### src/verilog/bimd_pkg.sv
// Package of constants and types for the bridge input mode decoder.
package bimd_pkg;

  // ---------------------------------------------------------------
  // Mode codes.
  // ---------------------------------------------------------------
  typedef enum logic [1:0] {
    BIMD_HALF = 2'h0,  // Independent half-bridges.
    BIMD_PHEN = 2'h1,  // Phase/enable H-bridge.
    BIMD_SOL  = 2'h3,  // Split solenoid, Gray neighbour of PWM.
    BIMD_PWM  = 2'h2   // Two-input PWM H-bridge.
  } bimd_mode_t;

  // Four pin levels map onto the four mode codes in order.
  localparam logic [1:0] BIMD_LVL1 = 2'h0;
  localparam logic [1:0] BIMD_LVL2 = 2'h1;
  localparam logic [1:0] BIMD_LVL3 = 2'h2;
  localparam logic [1:0] BIMD_LVL4 = 2'h3;

  // Timing configuration widths and reset values.
  localparam int BIMD_TW = 8;
  localparam logic [7:0] BIMD_TDRV_RST = 8'h10;
  localparam logic [7:0] BIMD_TDEAD_RST = 8'h02;

  // Gate phase per gate: dead-time wait, peak drive, hold.
  typedef enum logic [1:0] {
    BIMD_G_HOLD = 2'h0,  // Steady state, hold or strong pull-down.
    BIMD_G_DEAD = 2'h1,  // Waiting out dead time before turn-on.
    BIMD_G_PEAK = 2'h3   // Peak current, monitor blanking.
  } bimd_gph_t;

  // Gate set for both half-bridges; index 0 is half-bridge one.
  typedef struct packed {
    logic [1:0] high_gate;
    logic [1:0] low_gate;
  } bimd_gates_t;

  // Pin inputs travelling together.
  typedef struct packed {
    logic ctrl_input_one;
    logic ctrl_input_two;
    logic [1:0] float_pin_n;
    logic driver_off_pin;
  } bimd_pins_t;

endpackage : bimd_pkg

### src/verilog/bimd_decoder.sv
// Bridge input mode decoder with per-gate drive timing.
`timescale 1ns/10ps
module bimd_decoder (
  input wire logic sys_clk,
  input wire logic reset_n,
  input wire bimd_pkg::bimd_pins_t pins,
  input wire logic serial_variant,
  input wire logic [1:0] bridge_mode_sel,
  input wire logic [1:0] mode_pin_level,
  input wire logic ctrl_one_source_sel,
  input wire logic ctrl_two_source_sel,
  input wire logic reg_ctrl_one,
  input wire logic reg_ctrl_two,
  input wire logic [1:0] reg_float_bit,
  input wire logic freewheel_sel,
  input wire logic driver_enable_bit,
  input wire logic [7:0] drive_time_cfg,
  input wire logic [7:0] dead_time_cfg,
  output bimd_pkg::bimd_gates_t gate_on,
  output bimd_pkg::bimd_gates_t gate_peak,
  output bimd_pkg::bimd_gates_t gate_strong,
  output logic [1:0] fault_blank,
  output logic [1:0] float_eff
);
  import bimd_pkg::*;

  // ---------------------------------------------------------------
  // Overview.
  // ---------------------------------------------------------------
  // Pins pass a two-flop synchroniser. A table decode then picks the
  // wanted state of each of the four gates for the selected mode.
  // A small per-gate sequencer times each change: an optional dead
  // time before any turn-on, a peak-current window after every change,
  // and a hold or strong pull-down state once that window has closed.
  // Configuration inputs come from logic on this clock and are used
  // directly. Only the pins cross in from outside the domain.
  // The decode is combinational, so every gate command moves on one
  // clock edge, whatever the mode.

  // ---------------------------------------------------------------
  // Pin synchronisers.
  // ---------------------------------------------------------------
  // Two flops per pin; only the second stage is decoded.
  bimd_pins_t meta_r;  // First stage, read by second stage only.
  bimd_pins_t sync_r;  // Second stage, safe to decode.
  // Float pins idle high, so reset synchronisers to the not-floated state.
  localparam bimd_pins_t PINS_RST = 5'h06;

  // Both stages move together on every edge.
  always_ff @(posedge sys_clk or negedge reset_n) begin
    if (!reset_n) begin
      meta_r <= PINS_RST;
      sync_r <= PINS_RST;
    end else begin
      meta_r <= pins;
      sync_r <= meta_r;
    end
  end

  // ---------------------------------------------------------------
  // Input selection.
  // ---------------------------------------------------------------
  // Mode comes from the register field or the strapped pin level.
  wire [1:0] mode_code = serial_variant ? bridge_mode_sel : mode_pin_level;
  wire bimd_mode_t mode = bimd_mode_t'(mode_code);
  // Register control only applies when the register path exists.
  wire in_one = (serial_variant && ctrl_one_source_sel) ? reg_ctrl_one
                                                        : sync_r.ctrl_input_one;
  wire in_two = (serial_variant && ctrl_two_source_sel) ? reg_ctrl_two
                                                        : sync_r.ctrl_input_two;
  // Each bridge uses its own register bit, not the one-bit copy of the misprint.
  wire [1:0] float_reg = serial_variant ? reg_float_bit : 2'h0;
  wire float_eff_a = !sync_r.float_pin_n[0] || float_reg[0];
  wire float_eff_b = !sync_r.float_pin_n[1] || float_reg[1];
  // The off pin and enable bit float the bridge in every mode.
  wire drv_kill = sync_r.driver_off_pin || (serial_variant && !driver_enable_bit);
  // Freewheel side; held low-side when no register path exists.
  wire fw_high = serial_variant && freewheel_sel;
  // A pin-configured part has no register path, so every register input but
  // drive_time_cfg and dead_time_cfg is masked there. Stale register values cannot then leak in
  // when the same logic is built without the serial interface.
  // The trade-off is one extra gate level on each selected input.

  // ---------------------------------------------------------------
  // Mode decode.
  // ---------------------------------------------------------------
  // The decode is a plain table, written case by case so that each
  // branch can be read against its mode. Driver-off and the enable bit
  // are applied last, after the table, so that they win in every mode.
  bimd_gates_t cmd;  // Requested gate states before timing.

  // Table decode per mode; float pins only matter in half-bridge mode.
  always_comb begin
    cmd = '0;
    unique case (mode)
      BIMD_HALF: begin
        // Float wins over control input.
        cmd.high_gate[0] = !float_eff_a && in_one;
        cmd.low_gate[0] = !float_eff_a && !in_one;
        cmd.high_gate[1] = !float_eff_b && in_two;
        cmd.low_gate[1] = !float_eff_b && !in_two;
      end
      BIMD_PHEN: begin
        if (!in_one) begin
          cmd.high_gate = {2{fw_high}};
          cmd.low_gate = {2{!fw_high}};
        end else if (in_two) begin
          cmd.high_gate = 2'h1;  // forward
          cmd.low_gate = 2'h2;
        end else begin
          cmd.high_gate = 2'h2;  // reverse
          cmd.low_gate = 2'h1;
        end
      end
      BIMD_PWM: begin
        unique case ({in_one, in_two})
          2'h0: cmd = '0;  // coast
          2'h1: begin
            cmd.high_gate = 2'h2;  // reverse
            cmd.low_gate = 2'h1;
          end
          2'h2: begin
            cmd.high_gate = 2'h1;  // forward
            cmd.low_gate = 2'h2;
          end
          2'h3: begin
            cmd.high_gate = {2{fw_high}};
            cmd.low_gate = {2{!fw_high}};
          end
        endcase
      end
      BIMD_SOL: begin
        // Only high gate one and low gate two respond.
        cmd.high_gate[0] = in_one;
        cmd.low_gate[1] = in_two;
      end
    endcase
    // Float inputs are not consulted outside half-bridge mode.
    if (drv_kill) begin
      cmd = '0;
    end
  end

  // ---------------------------------------------------------------
  // Per-gate timing: dead time, peak drive, hold.
  // ---------------------------------------------------------------
  // Flattened gate vectors; index 0..1 high gates, 2..3 low gates.
  wire [3:0] req = {cmd.low_gate, cmd.high_gate};
  logic [3:0] on_r;  // Gate currently driven on.
  logic [3:0] peak_r;  // Gate in its peak-current window.
  logic [3:0] strong_r;  // Gate held off with strong pull-down.
  logic [3:0] dead_r;  // Gate waiting out dead time.

  // Each gate has its own small sequencer. Turn-off is never delayed,
  // because a late turn-off is what causes shoot-through. Turn-on may
  // wait out the dead time and then the partner gate's turn-off.
  // One shared down-counter serves both the dead and drive intervals.
  // This saves a counter per gate, at the cost of one phase at a time.
  genvar g;
  generate
    for (g = 0; g < 4; g = g + 1) begin : gl_gate
      // The opposite gate in the same half-bridge.
      localparam int OPP = (g + 2) % 4;
      logic [7:0] cnt_r;  // Shared dead and drive timer.
      bimd_gph_t ph_r;  // Phase of this gate.
      logic on_q;  // This gate's own on flag, one driver per bit.
      wire change = req[g] != on_r[g] && !(dead_r[g] && req[g]);
      // With a nonzero dead time, turning on waits it out and then for the partner to be off.
      wire start_dead = change && req[g] && dead_time_cfg != 8'h00;
      wire cnt_done = cnt_r <= 8'h01;

      // One timer serves the dead interval and then the drive interval.
      always_ff @(posedge sys_clk or negedge reset_n) begin
        if (!reset_n) begin
          ph_r <= BIMD_G_HOLD;
          cnt_r <= 8'h00;
          on_q <= 1'b0;
        end else if (!req[g] && (on_r[g] || dead_r[g])) begin
          // Turn-off is immediate and reloads a fresh drive window.
          ph_r <= BIMD_G_PEAK;
          cnt_r <= drive_time_cfg;
          on_q <= 1'b0;
        end else if (start_dead) begin
          ph_r <= BIMD_G_DEAD;
          cnt_r <= dead_time_cfg;
        end else if (change && req[g]) begin
          ph_r <= BIMD_G_PEAK;
          cnt_r <= drive_time_cfg;
          on_q <= 1'b1;
        end else if (ph_r == BIMD_G_DEAD) begin
          // Break before make: the partner must be fully off first.
          if (cnt_done && !on_r[OPP]) begin
            ph_r <= BIMD_G_PEAK;
            cnt_r <= drive_time_cfg;
            on_q <= 1'b1;
          end else if (!cnt_done) begin
            cnt_r <= cnt_r - 8'h01;
          end
        end else if (ph_r == BIMD_G_PEAK) begin
          if (cnt_done) begin
            ph_r <= BIMD_G_HOLD;
          end else begin
            cnt_r <= cnt_r - 8'h01;
          end
        end
      end

      assign on_r[g] = on_q;
      assign dead_r[g] = ph_r == BIMD_G_DEAD;
      assign peak_r[g] = ph_r == BIMD_G_PEAK;
      // Off gates in the hold phase, past their drive window and not in dead time, get the strong pull-down.
      assign strong_r[g] = !on_r[g] && ph_r == BIMD_G_HOLD;

      // Never both gates of one half-bridge on together.
      a_no_shoot: assert property (@(posedge sys_clk) disable iff (!reset_n)
        !(on_r[g] && on_r[OPP]))
        else $error("Both gates of a half-bridge on.");

      // Turn-off never waits for the sequencer.
      a_off_fast: assert property (@(posedge sys_clk) disable iff (!reset_n)
        !req[g] |=> !on_r[g])
        else $error("Gate turn-off was delayed.");

      // A gate waiting out dead time stays off while its partner is on.
      a_dead_wait: assert property (@(posedge sys_clk) disable iff (!reset_n)
        (dead_r[g] && on_r[OPP]) |=> !on_r[g])
        else $error("Gate turned on before its partner was off.");

      // With no dead time a requested gate turns on at the next edge.
      a_zero_dead: assert property (@(posedge sys_clk) disable iff (!reset_n)
        (req[g] && !on_r[g] && !dead_r[g] && dead_time_cfg == 8'h00) |=> on_r[g])
        else $error("Gate turn-on late with no dead time.");
    end
  endgenerate

  // ---------------------------------------------------------------
  // Registered outputs.
  // ---------------------------------------------------------------
  // Every output is a flop; blanking follows the peak window.
  // The internal vectors keep high gates in bits 0..1 and low gates in
  // bits 2..3, so they are regrouped field by field into the struct.
  always_ff @(posedge sys_clk or negedge reset_n) begin
    if (!reset_n) begin
      gate_on <= '0;
      gate_peak <= '0;
      gate_strong <= '1;
      fault_blank <= 2'h0;
      float_eff <= 2'h0;
    end else begin
      gate_on <= bimd_gates_t'({on_r[1:0], on_r[3:2]});
      gate_peak <= bimd_gates_t'({peak_r[1:0], peak_r[3:2]});
      gate_strong <= bimd_gates_t'({strong_r[1:0], strong_r[3:2]});
      fault_blank <= {peak_r[1] | peak_r[3], peak_r[0] | peak_r[2]};
      float_eff <= {float_eff_b, float_eff_a};
    end
  end

  // ---------------------------------------------------------------
  // Checks.
  // ---------------------------------------------------------------
  a_float_off: assert property (@(posedge sys_clk) disable iff (!reset_n)
    (mode == BIMD_HALF && float_eff_a) |=> !on_r[0] && !on_r[2])
    else $error("Floated half-bridge one still driven.");
  a_kill_off: assert property (@(posedge sys_clk) disable iff (!reset_n)
    drv_kill |=> on_r == 4'h0)
    else $error("Driver off did not clear gates.");
  a_sol_idle: assert property (@(posedge sys_clk) disable iff (!reset_n)
    mode == BIMD_SOL |-> cmd.high_gate[1] == 1'b0 && cmd.low_gate[0] == 1'b0)
    else $error("Inactive solenoid gate commanded.");
  a_coast_off: assert property (@(posedge sys_clk) disable iff (!reset_n)
    (mode == BIMD_PWM && !in_one && !in_two) |-> cmd == '0)
    else $error("Coast did not turn gates off.");
  a_fw_side: assert property (@(posedge sys_clk) disable iff (!reset_n)
    (mode == BIMD_PHEN && !in_one && !drv_kill) |-> cmd.low_gate == {2{!fw_high}})
    else $error("Freewheel on wrong side.");
  a_hb_nofloat: assert property (@(posedge sys_clk) disable iff (!reset_n)
    (mode == BIMD_PWM && in_one && !in_two && !drv_kill) |-> cmd.high_gate == 2'h1)
    else $error("Float affected H-bridge mode.");
  a_sync_delay: assert property (@(posedge sys_clk) disable iff (!reset_n)
    ##2 sync_r == $past(pins, 2))
    else $error("Pin synchroniser depth wrong.");
  a_blank_out: assert property (@(posedge sys_clk) disable iff (!reset_n)
    peak_r[0] |=> fault_blank[0])
    else $error("Blanking missed peak window.");

  // Half-bridge one high gate follows its input when not floated.
  a_half_high: assert property (@(posedge sys_clk) disable iff (!reset_n)
    (mode == BIMD_HALF && !drv_kill && !float_eff_a) |-> cmd.high_gate[0] == in_one)
    else $error("Half-bridge high gate wrong.");

  // Half-bridge one low gate is the inverse of its input.
  a_half_low: assert property (@(posedge sys_clk) disable iff (!reset_n)
    (mode == BIMD_HALF && !drv_kill && !float_eff_a) |-> cmd.low_gate[0] == !in_one)
    else $error("Half-bridge low gate wrong.");

  // A floated half-bridge two has both gates off.
  a_float_b_off: assert property (@(posedge sys_clk) disable iff (!reset_n)
    (mode == BIMD_HALF && float_eff_b) |-> cmd.high_gate[1] == 1'b0
      && cmd.low_gate[1] == 1'b0)
    else $error("Floated half-bridge two still driven.");

  // Phase high with enable drives forward.
  a_phen_fwd: assert property (@(posedge sys_clk) disable iff (!reset_n)
    (mode == BIMD_PHEN && in_one && in_two && !drv_kill) |-> cmd.high_gate == 2'h1
      && cmd.low_gate == 2'h2)
    else $error("Forward drive decoded wrongly.");

  // Phase low with enable drives reverse.
  a_phen_rev: assert property (@(posedge sys_clk) disable iff (!reset_n)
    (mode == BIMD_PHEN && in_one && !in_two && !drv_kill) |-> cmd.high_gate == 2'h2
      && cmd.low_gate == 2'h1)
    else $error("Reverse drive decoded wrongly.");

  // Both inputs high in two-input mode freewheel on the selected side.
  a_pwm_fw: assert property (@(posedge sys_clk) disable iff (!reset_n)
    (mode == BIMD_PWM && in_one && in_two && !drv_kill) |-> cmd.high_gate == {2{fw_high}}
      && cmd.low_gate == {2{!fw_high}})
    else $error("Two-input freewheel wrong.");

  // The active solenoid gates follow their own inputs.
  a_sol_follow: assert property (@(posedge sys_clk) disable iff (!reset_n)
    (mode == BIMD_SOL && !drv_kill) |-> cmd.high_gate[0] == in_one
      && cmd.low_gate[1] == in_two)
    else $error("Solenoid gate does not follow input.");

  // A pin-configured part always freewheels low-side.
  a_fw_default: assert property (@(posedge sys_clk) disable iff (!reset_n)
    !serial_variant |-> !fw_high)
    else $error("High-side freewheel without register path.");

  // Register float bits are masked without a register path.
  a_reg_masked: assert property (@(posedge sys_clk) disable iff (!reset_n)
    !serial_variant |-> float_reg == 2'h0)
    else $error("Register float bit used on pin part.");

  // The float output shows the effective float one edge later.
  a_float_out: assert property (@(posedge sys_clk) disable iff (!reset_n)
    1'b1 |=> float_eff == $past({float_eff_b, float_eff_a}))
    else $error("Float output lost its value.");

  // Gate outputs keep each gate in its own struct field.
  a_gate_map: assert property (@(posedge sys_clk) disable iff (!reset_n)
    1'b1 |=> gate_on.high_gate == $past(on_r[1:0]) && gate_on.low_gate == $past(on_r[3:2]))
    else $error("Gate output mapping wrong.");

  // Half-bridge two blanking follows its peak window.
  a_blank_two: assert property (@(posedge sys_clk) disable iff (!reset_n)
    peak_r[1] |=> fault_blank[1])
    else $error("Blanking missed second peak window.");

endmodule : bimd_decoder

### config.mk
export PLATFORM = sky130hd
export DESIGN_NAME = bimd_decoder
export DESIGN_NICKNAME = d
export VERILOG_FILES = /design/src/verilog/bimd_pkg.sv /design/src/verilog/bimd_decoder.sv
export SDC_FILE = /design/constraint.sdc
export NUM_CORES = 1
export LEC_CHECK = 0
export ABC_AREA = 1
export BUFFER_PORTS_ARGS = -buffer_cell sky130_fd_sc_hd__buf_2
export CORE_ASPECT_RATIO = 1.5
export CORE_MARGIN = 2
export CORE_UTILIZATION = 40
export CTS_CLUSTER_DIAMETER = 50
export DETAILED_ROUTE_END_ITERATION = 8
export PLACE_DENSITY_LB_ADDON = 0.08
export SKIP_CTS_REPAIR_TIMING = 1
export SLEW_MARGIN = 0
export SYNTH_ARGS = -nofsm -noshare
export SYNTH_HDL_FRONTEND = slang
export SYNTH_SLANG_ARGS = --single-unit
### constraint.sdc
create_clock -name sys_clk -period 2.5 [get_ports sys_clk]
set_clock_uncertainty 0.2 [all_clocks]
set_input_delay 0.5 -clock sys_clk [delete_from_list [all_inputs] [get_ports sys_clk]]
set_output_delay 0.5 -clock sys_clk [all_outputs]
set_load 0.05 [all_outputs]
=== Word level (Yosys, flattened, before mapping) ===
Index checks and enable logic that the tools add are counted.

* Flip-flop bits (word level): 70
* Output and inout bits: 16
* Logic and storage cells: 245

* Order comparisons: 4
* Reductions and logical operators: 94
* Add/sub/neg operators: 4
* Bitwise operators: 2
* Mux-type cells: 87
* Equality and inequality tests: 26

{| class="wikitable"
|+ Operator list
! operator !! number
|-
| $mux 8 || 28
|-
| $mux 2 || 30
|-
| $reduce_bool 5->1 || 8
|-
| $logic_and 1x1->1 || 36
|-
| $le 8x1->1 const B || 4
|-
| $sub 8x1->8 const B || 4
|-
| $reduce_and 3->1 || 8
|-
| $reduce_bool 3->1 || 8
|-
| $mux 1 || 22
|-
| $logic_not 1->1 || 20
|-
| $ne 5x1->1 const B || 4
|-
| $eq 2x2->1 const B || 8
|-
| $pmux 4 s4 || 1
|-
| $eq 2x1->1 const B || 6
|-
| $logic_not 2->1 || 6
|-
| $mux 4 || 3
|-
| $ne 2x1->1 const B || 4
|-
| $pmux 2 s4 || 1
|-
| $reduce_bool 8->1 || 1
|-
| $logic_or 1x1->1 || 7
|-
| $pmux 1 s3 || 2
|-
| $ne 1x1->1 || 4
|-
| $or 1x1->1 || 2
|}

=== Depth between registers and ports, before layout ===
Gate-level depths: netlist of the first run.

* Depth in word-level cells: 13
* Depth in mapped cells: 16
* Gate-level depth less buffers: 16

=== Least setup slack after synthesis of the first run ===
No wires, ideal clock.

* Kind: input port to flip-flop
* From: input dead_time_cfg[0]
* To: register gl_gate[1].cnt_r[3]
* Data arrival time: 1.850 ns
* Stages: 10
* Slack: 0.332 ns
* Required time: 2.183 ns
* Cell sequence: inv_1 -> nand4_1 -> nor2_1 -> inv_1 -> nand4_2 -> inv_1 -> a21oi_1 -> nand2_1 -> nand3_1 -> nand2_1

* Word-level cells in the longest chain between the ends: 4
* Elaborated cells between the ends (all ways): 5
* Classes of those cells: 2 x mux; 3 x reduce/logical

{| class="wikitable"
|+ Ends and longest elaborated chain
! item !! line !! source
|-
| start, declared || bimd_decoder.sv:18 || <nowiki>input wire logic [7:0] dead_time_cfg,</nowiki>
|-
| $reduce_bool 8->1 (*) || bimd_decoder.sv:169 || <nowiki>wire start_dead = change && req[g] && dead_time_cfg != 8'h00;</nowiki>
|-
| $logic_and 1x1->1 (*) || bimd_decoder.sv:169 ||
|-
| $mux 8 || bimd_decoder.sv:183 || <nowiki>end else if (start_dead) begin</nowiki>
|-
| $mux 8 || bimd_decoder.sv:178 || <nowiki>end else if (!req[g] && (on_r[g] || dead_r[g])) begin</nowiki>
|-
| end signal, assigned || bimd_decoder.sv:181 || <nowiki>cnt_r <= drive_time_cfg;</nowiki>
|-
| end signal, assigned || bimd_decoder.sv:185 || <nowiki>cnt_r <= dead_time_cfg;</nowiki>
|-
| end signal, assigned || bimd_decoder.sv:188 || <nowiki>cnt_r <= drive_time_cfg;</nowiki>
|-
| end, declared || bimd_decoder.sv:164 || <nowiki>logic [7:0] cnt_r;</nowiki>
|}

Mark *: on every way between the ends. The rest lies on a longest branch, timed or not.
A chain may end at the register's enable or synchronous reset.

=== Final worst setup path of the first run ===
* From: register gl_gate[3].cnt_r[0]
* To: register gl_gate[3].cnt_r[0]

* Word-level cells in the longest chain between the ends: 7
* Elaborated cells between the ends (all ways): 10
* Classes of those cells: 1 x add/sub; 1 x order compare; 7 x mux; 1 x reduce/logical

{| class="wikitable"
|+ Ends and longest elaborated chain
! item !! line !! source
|-
| start, declared || bimd_decoder.sv:164 ||
|-
| start signal, assigned || bimd_decoder.sv:181 ||
|-
| start signal, assigned || bimd_decoder.sv:185 ||
|-
| start signal, assigned || bimd_decoder.sv:188 ||
|-
| $sub 8x1->8 / $le 8x1->1 (equally long branches) || bimd_decoder.sv:197, bimd_decoder.sv:203, bimd_decoder.sv:170 ||
|-
| $mux 8 / $logic_and 1x1->1 (equally long branches) || bimd_decoder.sv:196, bimd_decoder.sv:200, bimd_decoder.sv:192 ||
|-
| $mux 8, on equally long branches || bimd_decoder.sv:199, bimd_decoder.sv:192 ||
|-
| $mux 8 (*) || bimd_decoder.sv:190 || <nowiki>end else if (ph_r == BIMD_G_DEAD) begin</nowiki>
|-
| $mux 8 (*) || bimd_decoder.sv:186 || <nowiki>end else if (change && req[g]) begin</nowiki>
|-
| $mux 8 (*) || bimd_decoder.sv:183 ||
|-
| $mux 8 (*) || bimd_decoder.sv:178 ||
|}

Mark *: on every way between the ends. The rest lies on a longest branch, timed or not. The select of a mux whose other input is x is not followed.

==> results.yml, run 1 <==
detailed_routing:
  vias: 5262
  route.detailed.drc: 0
  drtPass1Iterations: 4
  via_per_inst: 5.21
  wire_per_inst_um: 15.2
  postRouteAntennaNets: 0
  routed_wl_um: 15400
  drtIter0Drc: 269
timing:
  worst_slew_pin_slew_ns: 0.473
  period_minus_slack_ns: 2.29
  clock.fmax_ghz: 0.436
  setup_viol_count_final: 0
  max-slew-margin-rel: 0.683
  drv_slew: 0
  rsz0062_at_grt: "false"
  finalHoldViolCount: 20
  post-route-period-util: 0.917
  hold_slack_ns: -0.0182
worst_setup_path:
  end_kind: "flop"
  r2r.worst_path.cells: 13
  regToRegSetupSlack_ns: 0.21
  r2r_start: "gl_gate[3].cnt_r[0]"
  required_ns: 2.52
  crit_path_start_kind: "flop"
  critPathMaxFanout: 5
  path_class: "flop to flop"
  r2r-end: "gl_gate[3].cnt_r[0]"
  arrival_ns: 2.32
floorplan:
  io_pins: 52
  die_area_mm2: 0.0137
  core-area_mm2: 0.0124
  die_w_um: 96.1
  row_count: 50
  initial_core_util: 0.409
  die_h_um: 142
global_route:
  busiest_layer: "met2"
  grt_max_degree: 71
  grt_overflow: 0
  use_met1: 0.277
  met3_usage: 0.0381
  use_met2: 0.410
  track_usage: 0.234
  grt_pass1_wl_um: 24400
  antenna_found_initial: 0
  grt_pass1_vias: 5147
status:
  failed_checks: "negative hold slack"
  status: "finished, violations left"
place:
  io_buffer_count: 51
  gp_congestion: 0.929
  dp_hpwl_um: 11900
  placed_cells: 994
synthesis:
  synth_seq_cells: 70
  synth-edff-count: 0
  synth_cells: 760
  syn_avg_cell_area_um2: 6.69
  synth_cell_types: 43
  synth_seq_area_share: 0.346
  ys_warn_count: 0
  synth_async_sr_flop_share: 1.00
  syn_nets: 804
  ys.flop_type: "dfrtp_1"
  syn-cell-area_mm2: 0.00509
clock_tree:
  cts_tree: "built"
  clk_latency_ns: 0.34
  path_clk_slew_ns: 0.06
  cts_max_level: 3
  clockRootBuffer: "clkbuf_16"
  cts-buffers-inserted: 9
  clock_sinks: 70
  cts_buffer_depth: 2
power_and_ir_drop:
  p_leak_uw: 0.00321
  power_uw: 7650
  power.density_mw_per_mm2: 1260
  vdd_ir_drop_max_mv: 0.557
finish:
  final_common_cell: "nand2_1"
  syn_to_final_growth_pct: 19.4
  layout-drive-gt1-share: 0.197
  stdcell_count: 1010
  diodes: 0
  final_cell_mix: "248 x nand2_1, 90 x inv_1, 83 x nor2_1, 73 x nand3_1, 62 x dfrtp_1"
  num-nets-final: 893
worst_hold_path:
  hp-class: "input port to async pin"
job:
  maxCapViolCount: 0
logic make-up (layout without fill, tap and decap cells):
family,count (synthesis),after routing,share of synthesized area
compound gates,92,92,0.106
xor+xnor,14,14,0.0241
fa+ha+maj,8,8,0.0197
buf+inv,109,203,0.0888
flops,70,70,0.346
simple gates,467,467,0.416
worst max-delay path, stage by stage (launching register included):
cell and delay (ns):
dfrtp_1 0.43, inv_1 0.11, ha_1 0.25, nor2_1 0.09, nor3_1 0.14, nand3_1 0.15
nor2_1 0.16, nand2_1 0.13, nand2_2 0.11, inv_2 0.07, nand2_4 0.09, nand3_1 0.08
nand3_1 0.12, nand2_1 0.06
area by class of cell:
type | instances | area (um2)
tap | 156 | 195
timing repair buffer | 89 | 578
fill | 1312 | 6370
sequential | 70 | 1760
multi-input combinational | 581 | 2890
clock buffer | 10 | 239
inverter | 98 | 370
clock inverter | 6 | 37.5
sequential cells by signal, indices dropped and copies added (netlist names), 4 cells and up:
register and flops:
meta_r 5, gl_gate.cnt_r 32, gate_on 4, gate_peak 4, gl_gate.ph_r 8, gl_gate.on_q 4, gate_strong 4, sync_r 5
synth_stat cells (4+ instances only):
| master | number | area, um2 |
|---|---|---|
| nand2_1 | 248 | 931 |
| inv_1 | 90 | 338 |
| nor2_1 | 85 | 319 |
| nand3_1 | 75 | 375 |
| dfrtp_1 | 62 | 1550 |
| o21ai_0 | 32 | 160 |
| a21oi_1 | 25 | 125 |
| nor3_1 | 13 | 65.1 |
| nand4_1 | 11 | 68.8 |
| o21ai_1 | 11 | 55.1 |
| xor2_1 | 10 | 87.6 |
| nand2_2 | 9 | 56.3 |
| dfstp_2 | 8 | 210 |
| ha_1 | 8 | 100 |
| inv_2 | 7 | 26.3 |
| o31ai_1 | 6 | 45.0 |
| buf_2 | 5 | 25.0 |
| nor2_2 | 5 | 31.3 |
| nand3_2 | 4 | 40.0 |
| nand3_4 | 4 | 70.1 |
| o21ai_2 | 4 | 35.0 |
| xnor2_1 | 4 | 35.0 |
worst max-delay path by stage:
stage	startpoint	slack, ns	cells after the start	to
2_1_floorplan	dead_time_cfg[0]	0.33	10	gl_gate[1].cnt_r[3]
6_report	gl_gate[3].cnt_r[0]	0.21	13	gl_gate[3].cnt_r[0]
3_3_place_gp	serial_variant	-0.02	14	gl_gate[0].ph_r[1]
5_1_grt	gl_gate[0].cnt_r[0]	0.03	12	gl_gate[0].cnt_r[4]
4_1_cts	gl_gate[0].cnt_r[1]	0.14	12	gl_gate[0].cnt_r[4]
3_5_place_dp	serial_variant	-0.04	16	gl_gate[3].cnt_r[5]
metal layers:
metal  share of wire  routed length (um)
met1            0.41                6270
met2            0.51                7860
met3           0.051                 779
met4           0.031                 482
met5               0                   0
report_power, final:
group	switching [uW]	internal [uW]
Combinational	2820	1560
Sequential	456	1620
Clock	510	693
per-stage QoR:
stage	cell area, um2	utilization	setup TNS, ns	setup slack, ns
floorplan	5090	-	0	0.332
global placement	5780	0.464	-0.0414	-0.0179
detailed placement	5780	0.464	-0.334	-0.0430
CTS	6060	0.486	0	0.138
global route	6080	0.488	0	0.0262
finish	6080	0.488	0	0.207
(Power assumes the default switching activity.)
==> run 2: changes to the inputs <==
--- a/config.mk
+++ b/config.mk
@@ -9,7 +9,7 @@
 export BUFFER_PORTS_ARGS = -buffer_cell sky130_fd_sc_hd__buf_2
 export CORE_ASPECT_RATIO = 1.5
 export CORE_MARGIN = 2
-export CORE_UTILIZATION = 40
+export CORE_UTILIZATION = 45
 export CTS_CLUSTER_DIAMETER = 50
 export DETAILED_ROUTE_END_ITERATION = 8
 export PLACE_DENSITY_LB_ADDON = 0.08
==> constraint.sdc (replaced) <==
create_clock -name sys_clk -period 2.1 [get_ports sys_clk]
set_clock_uncertainty 0.2 [all_clocks]
set_input_delay 0.42 -clock sys_clk [delete_from_list [all_inputs] [get_ports sys_clk]]
set_output_delay 0.42 -clock sys_clk [all_outputs]
set_load 0.05 [all_outputs]
==> results.yml, run 2 (synthesized netlist as in run 1, its figures left out) <==
global_route:
  antenna_found_initial: 0
  track_usage: 0.267
  grt_pass1_vias: 5511
  grt_overflow: 0
  grt_max_degree: 71
  grt_pass1_wl_um: 25900
power_and_ir_drop:
  p_leak_uw: 0.00383
  clkPwrFrac: 0.154
  vdd_ir_drop_max_mv: 0.876
  switching_share: 0.467
  power_frac_comb: 0.628
  internal_power_uw: 6020
  power.density_mw_per_mm2: 1500
  p_sw_uw: 5280
  power_frac_seq: 0.218
clock_tree:
  path_clk_slew_ns: 0.06
  clock_sinks: 70
  cts_tree: "built"
  cts_buffer_depth: 2
  cts_max_level: 3
  clk_latency_ns: 0.34
  cts-buffers-inserted: 9
  clockRootBuffer: "clkbuf_16"
finish:
  stdcell_area_mm2: 0.00754
  largestRegisters: "gl_gate.cnt_r x32, gl_gate.ph_r x8"
  diodes: 0
  stdcell_count: 1091
  largest_reg_flops: 32
  num-nets-final: 983
  final_cell_mix: "211 x nand2_1, 98 x buf_4, 77 x inv_1, 72 x nor2_1, 60 x dfrtp_1"
  layout-drive-gt1-share: 0.382
  largest-register: "gl_gate.cnt_r"
  syn_to_final_growth_pct: 48.3
  final_common_cell: "nand2_1"
detailed_routing:
  routed_wl_um: 17200
  wire_per_inst_um: 15.8
  vias: 5784
  drtPass1Iterations: 8
  postRouteAntennaNets: 0
  via_per_inst: 5.30
  drtIter0Drc: 370
  route.detailed.drc: 0
timing:
  final.setup.tns_ns: -0.145
  clock.fmax_ghz: 0.463
  rsz0062_at_grt: "true"
  post-route-period-util: 1.03
  setup_viol_count_final: 5
  setup_ws_ns: -0.0604
  worst_slew_pin_slew_ns: 0.424
  finalHoldViolCount: 0
  period_minus_slack_ns: 2.16
  drv_slew: 0
  max-slew-margin-rel: 0.717
worst_setup_path:
  arrival_ns: 2.19
  crit_path_start_kind: "flop"
  path_class: "flop to flop"
  end_kind: "flop"
  required_ns: 2.13
  critPathMaxFanout: 8
floorplan:
  row_count: 47
  core-area_mm2: 0.0111
  io_pins: 52
  die_area_mm2: 0.0122
  initial_core_util: 0.460
  die_w_um: 90.8
  die_h_um: 134
worst_hold_path:
  hp-class: "flop to flop"
place:
  placed_cells: 1041
  place_area_mm2: 0.00620
  gp_congestion: 0.910
  dp_hpwl_um: 12200
  io_buffer_count: 51
status:
  status: "finished, violations left"
  failed_checks: "negative setup slack"
job:
  maxCapViolCount: 0
[run 2: worst max-delay path: stages, from the launching register on]
cell	delay (ns)
dfstp_2	0.51
a21boi_2	0.13
buf_4	0.14
nand2_4	0.06
a21boi_4	0.16
nand3_4	0.21
nor2_8	0.23
buf_6	0.12
nor3_2	0.03
o21ai_1	0.18
nand2_1	0.07
[run 2: layer usage]
metal	vias up	wire length (um)	track usage
li1	2803	-	-
met3	63	755	0.0393
met4	0	883	0.127
met5	-	0	0
met1	2721	6580	0.298
met2	197	8980	0.496
[run 2: power groups by stage]
stage                     logic (uW)  clock network [uW]  registers (uW)
after floorplan                 3470                   0            2720
after global placement          5660                   0            2380
after detailed placement        5750                   0            2390
after CTS                       5780                1770            2380
after global routing            7780                1810            2550
final                           7100                1740            2460
[run 2: cell type report]
| type | instances | area, um2 |
|---|---|---|
| Clock buffer | 12 | 236 |
| Clock inverter | 4 | 95.1 |
| Fill cell | 992 | 3510 |
| Inverter | 98 | 393 |
| Multi-Input combinational cell | 583 | 3510 |
| Sequential cell | 70 | 1760 |
| Tap cell | 147 | 184 |
| Timing Repair Buffer | 177 | 1360 |
[run 2: through the flow]
step                utilization  power [uW]  setup WS (ns)  hold WS, ns
CTS                       0.591        9920         -0.113      -0.0832
global route              0.682       12100         -0.147        0.161
floorplan                     -        6190         0.0124      -0.0756
detailed placement        0.561        8140         -0.370        0.135
global placement          0.561        8050         -0.350        0.138
finish                    0.682       11300        -0.0604        0.156
[run 2: worst paths after layout]
path                            slack [ns]       from  cells after the start             endpoint
worst max-delay path                 -0.06  sync_r[2]                     10  gl_gate[3].cnt_r[7]
worst min-delay path                  0.16  meta_r[4]                      0            sync_r[4]
worst max register to register       -0.06  sync_r[2]                     10  gl_gate[3].cnt_r[7]
worst min register to register        0.16  meta_r[4]                      0            sync_r[4]
max in group asynchronous             0.93    reset_n                      3            meta_r[2]
min in group asynchronous             0.44    reset_n                      3            meta_r[4]
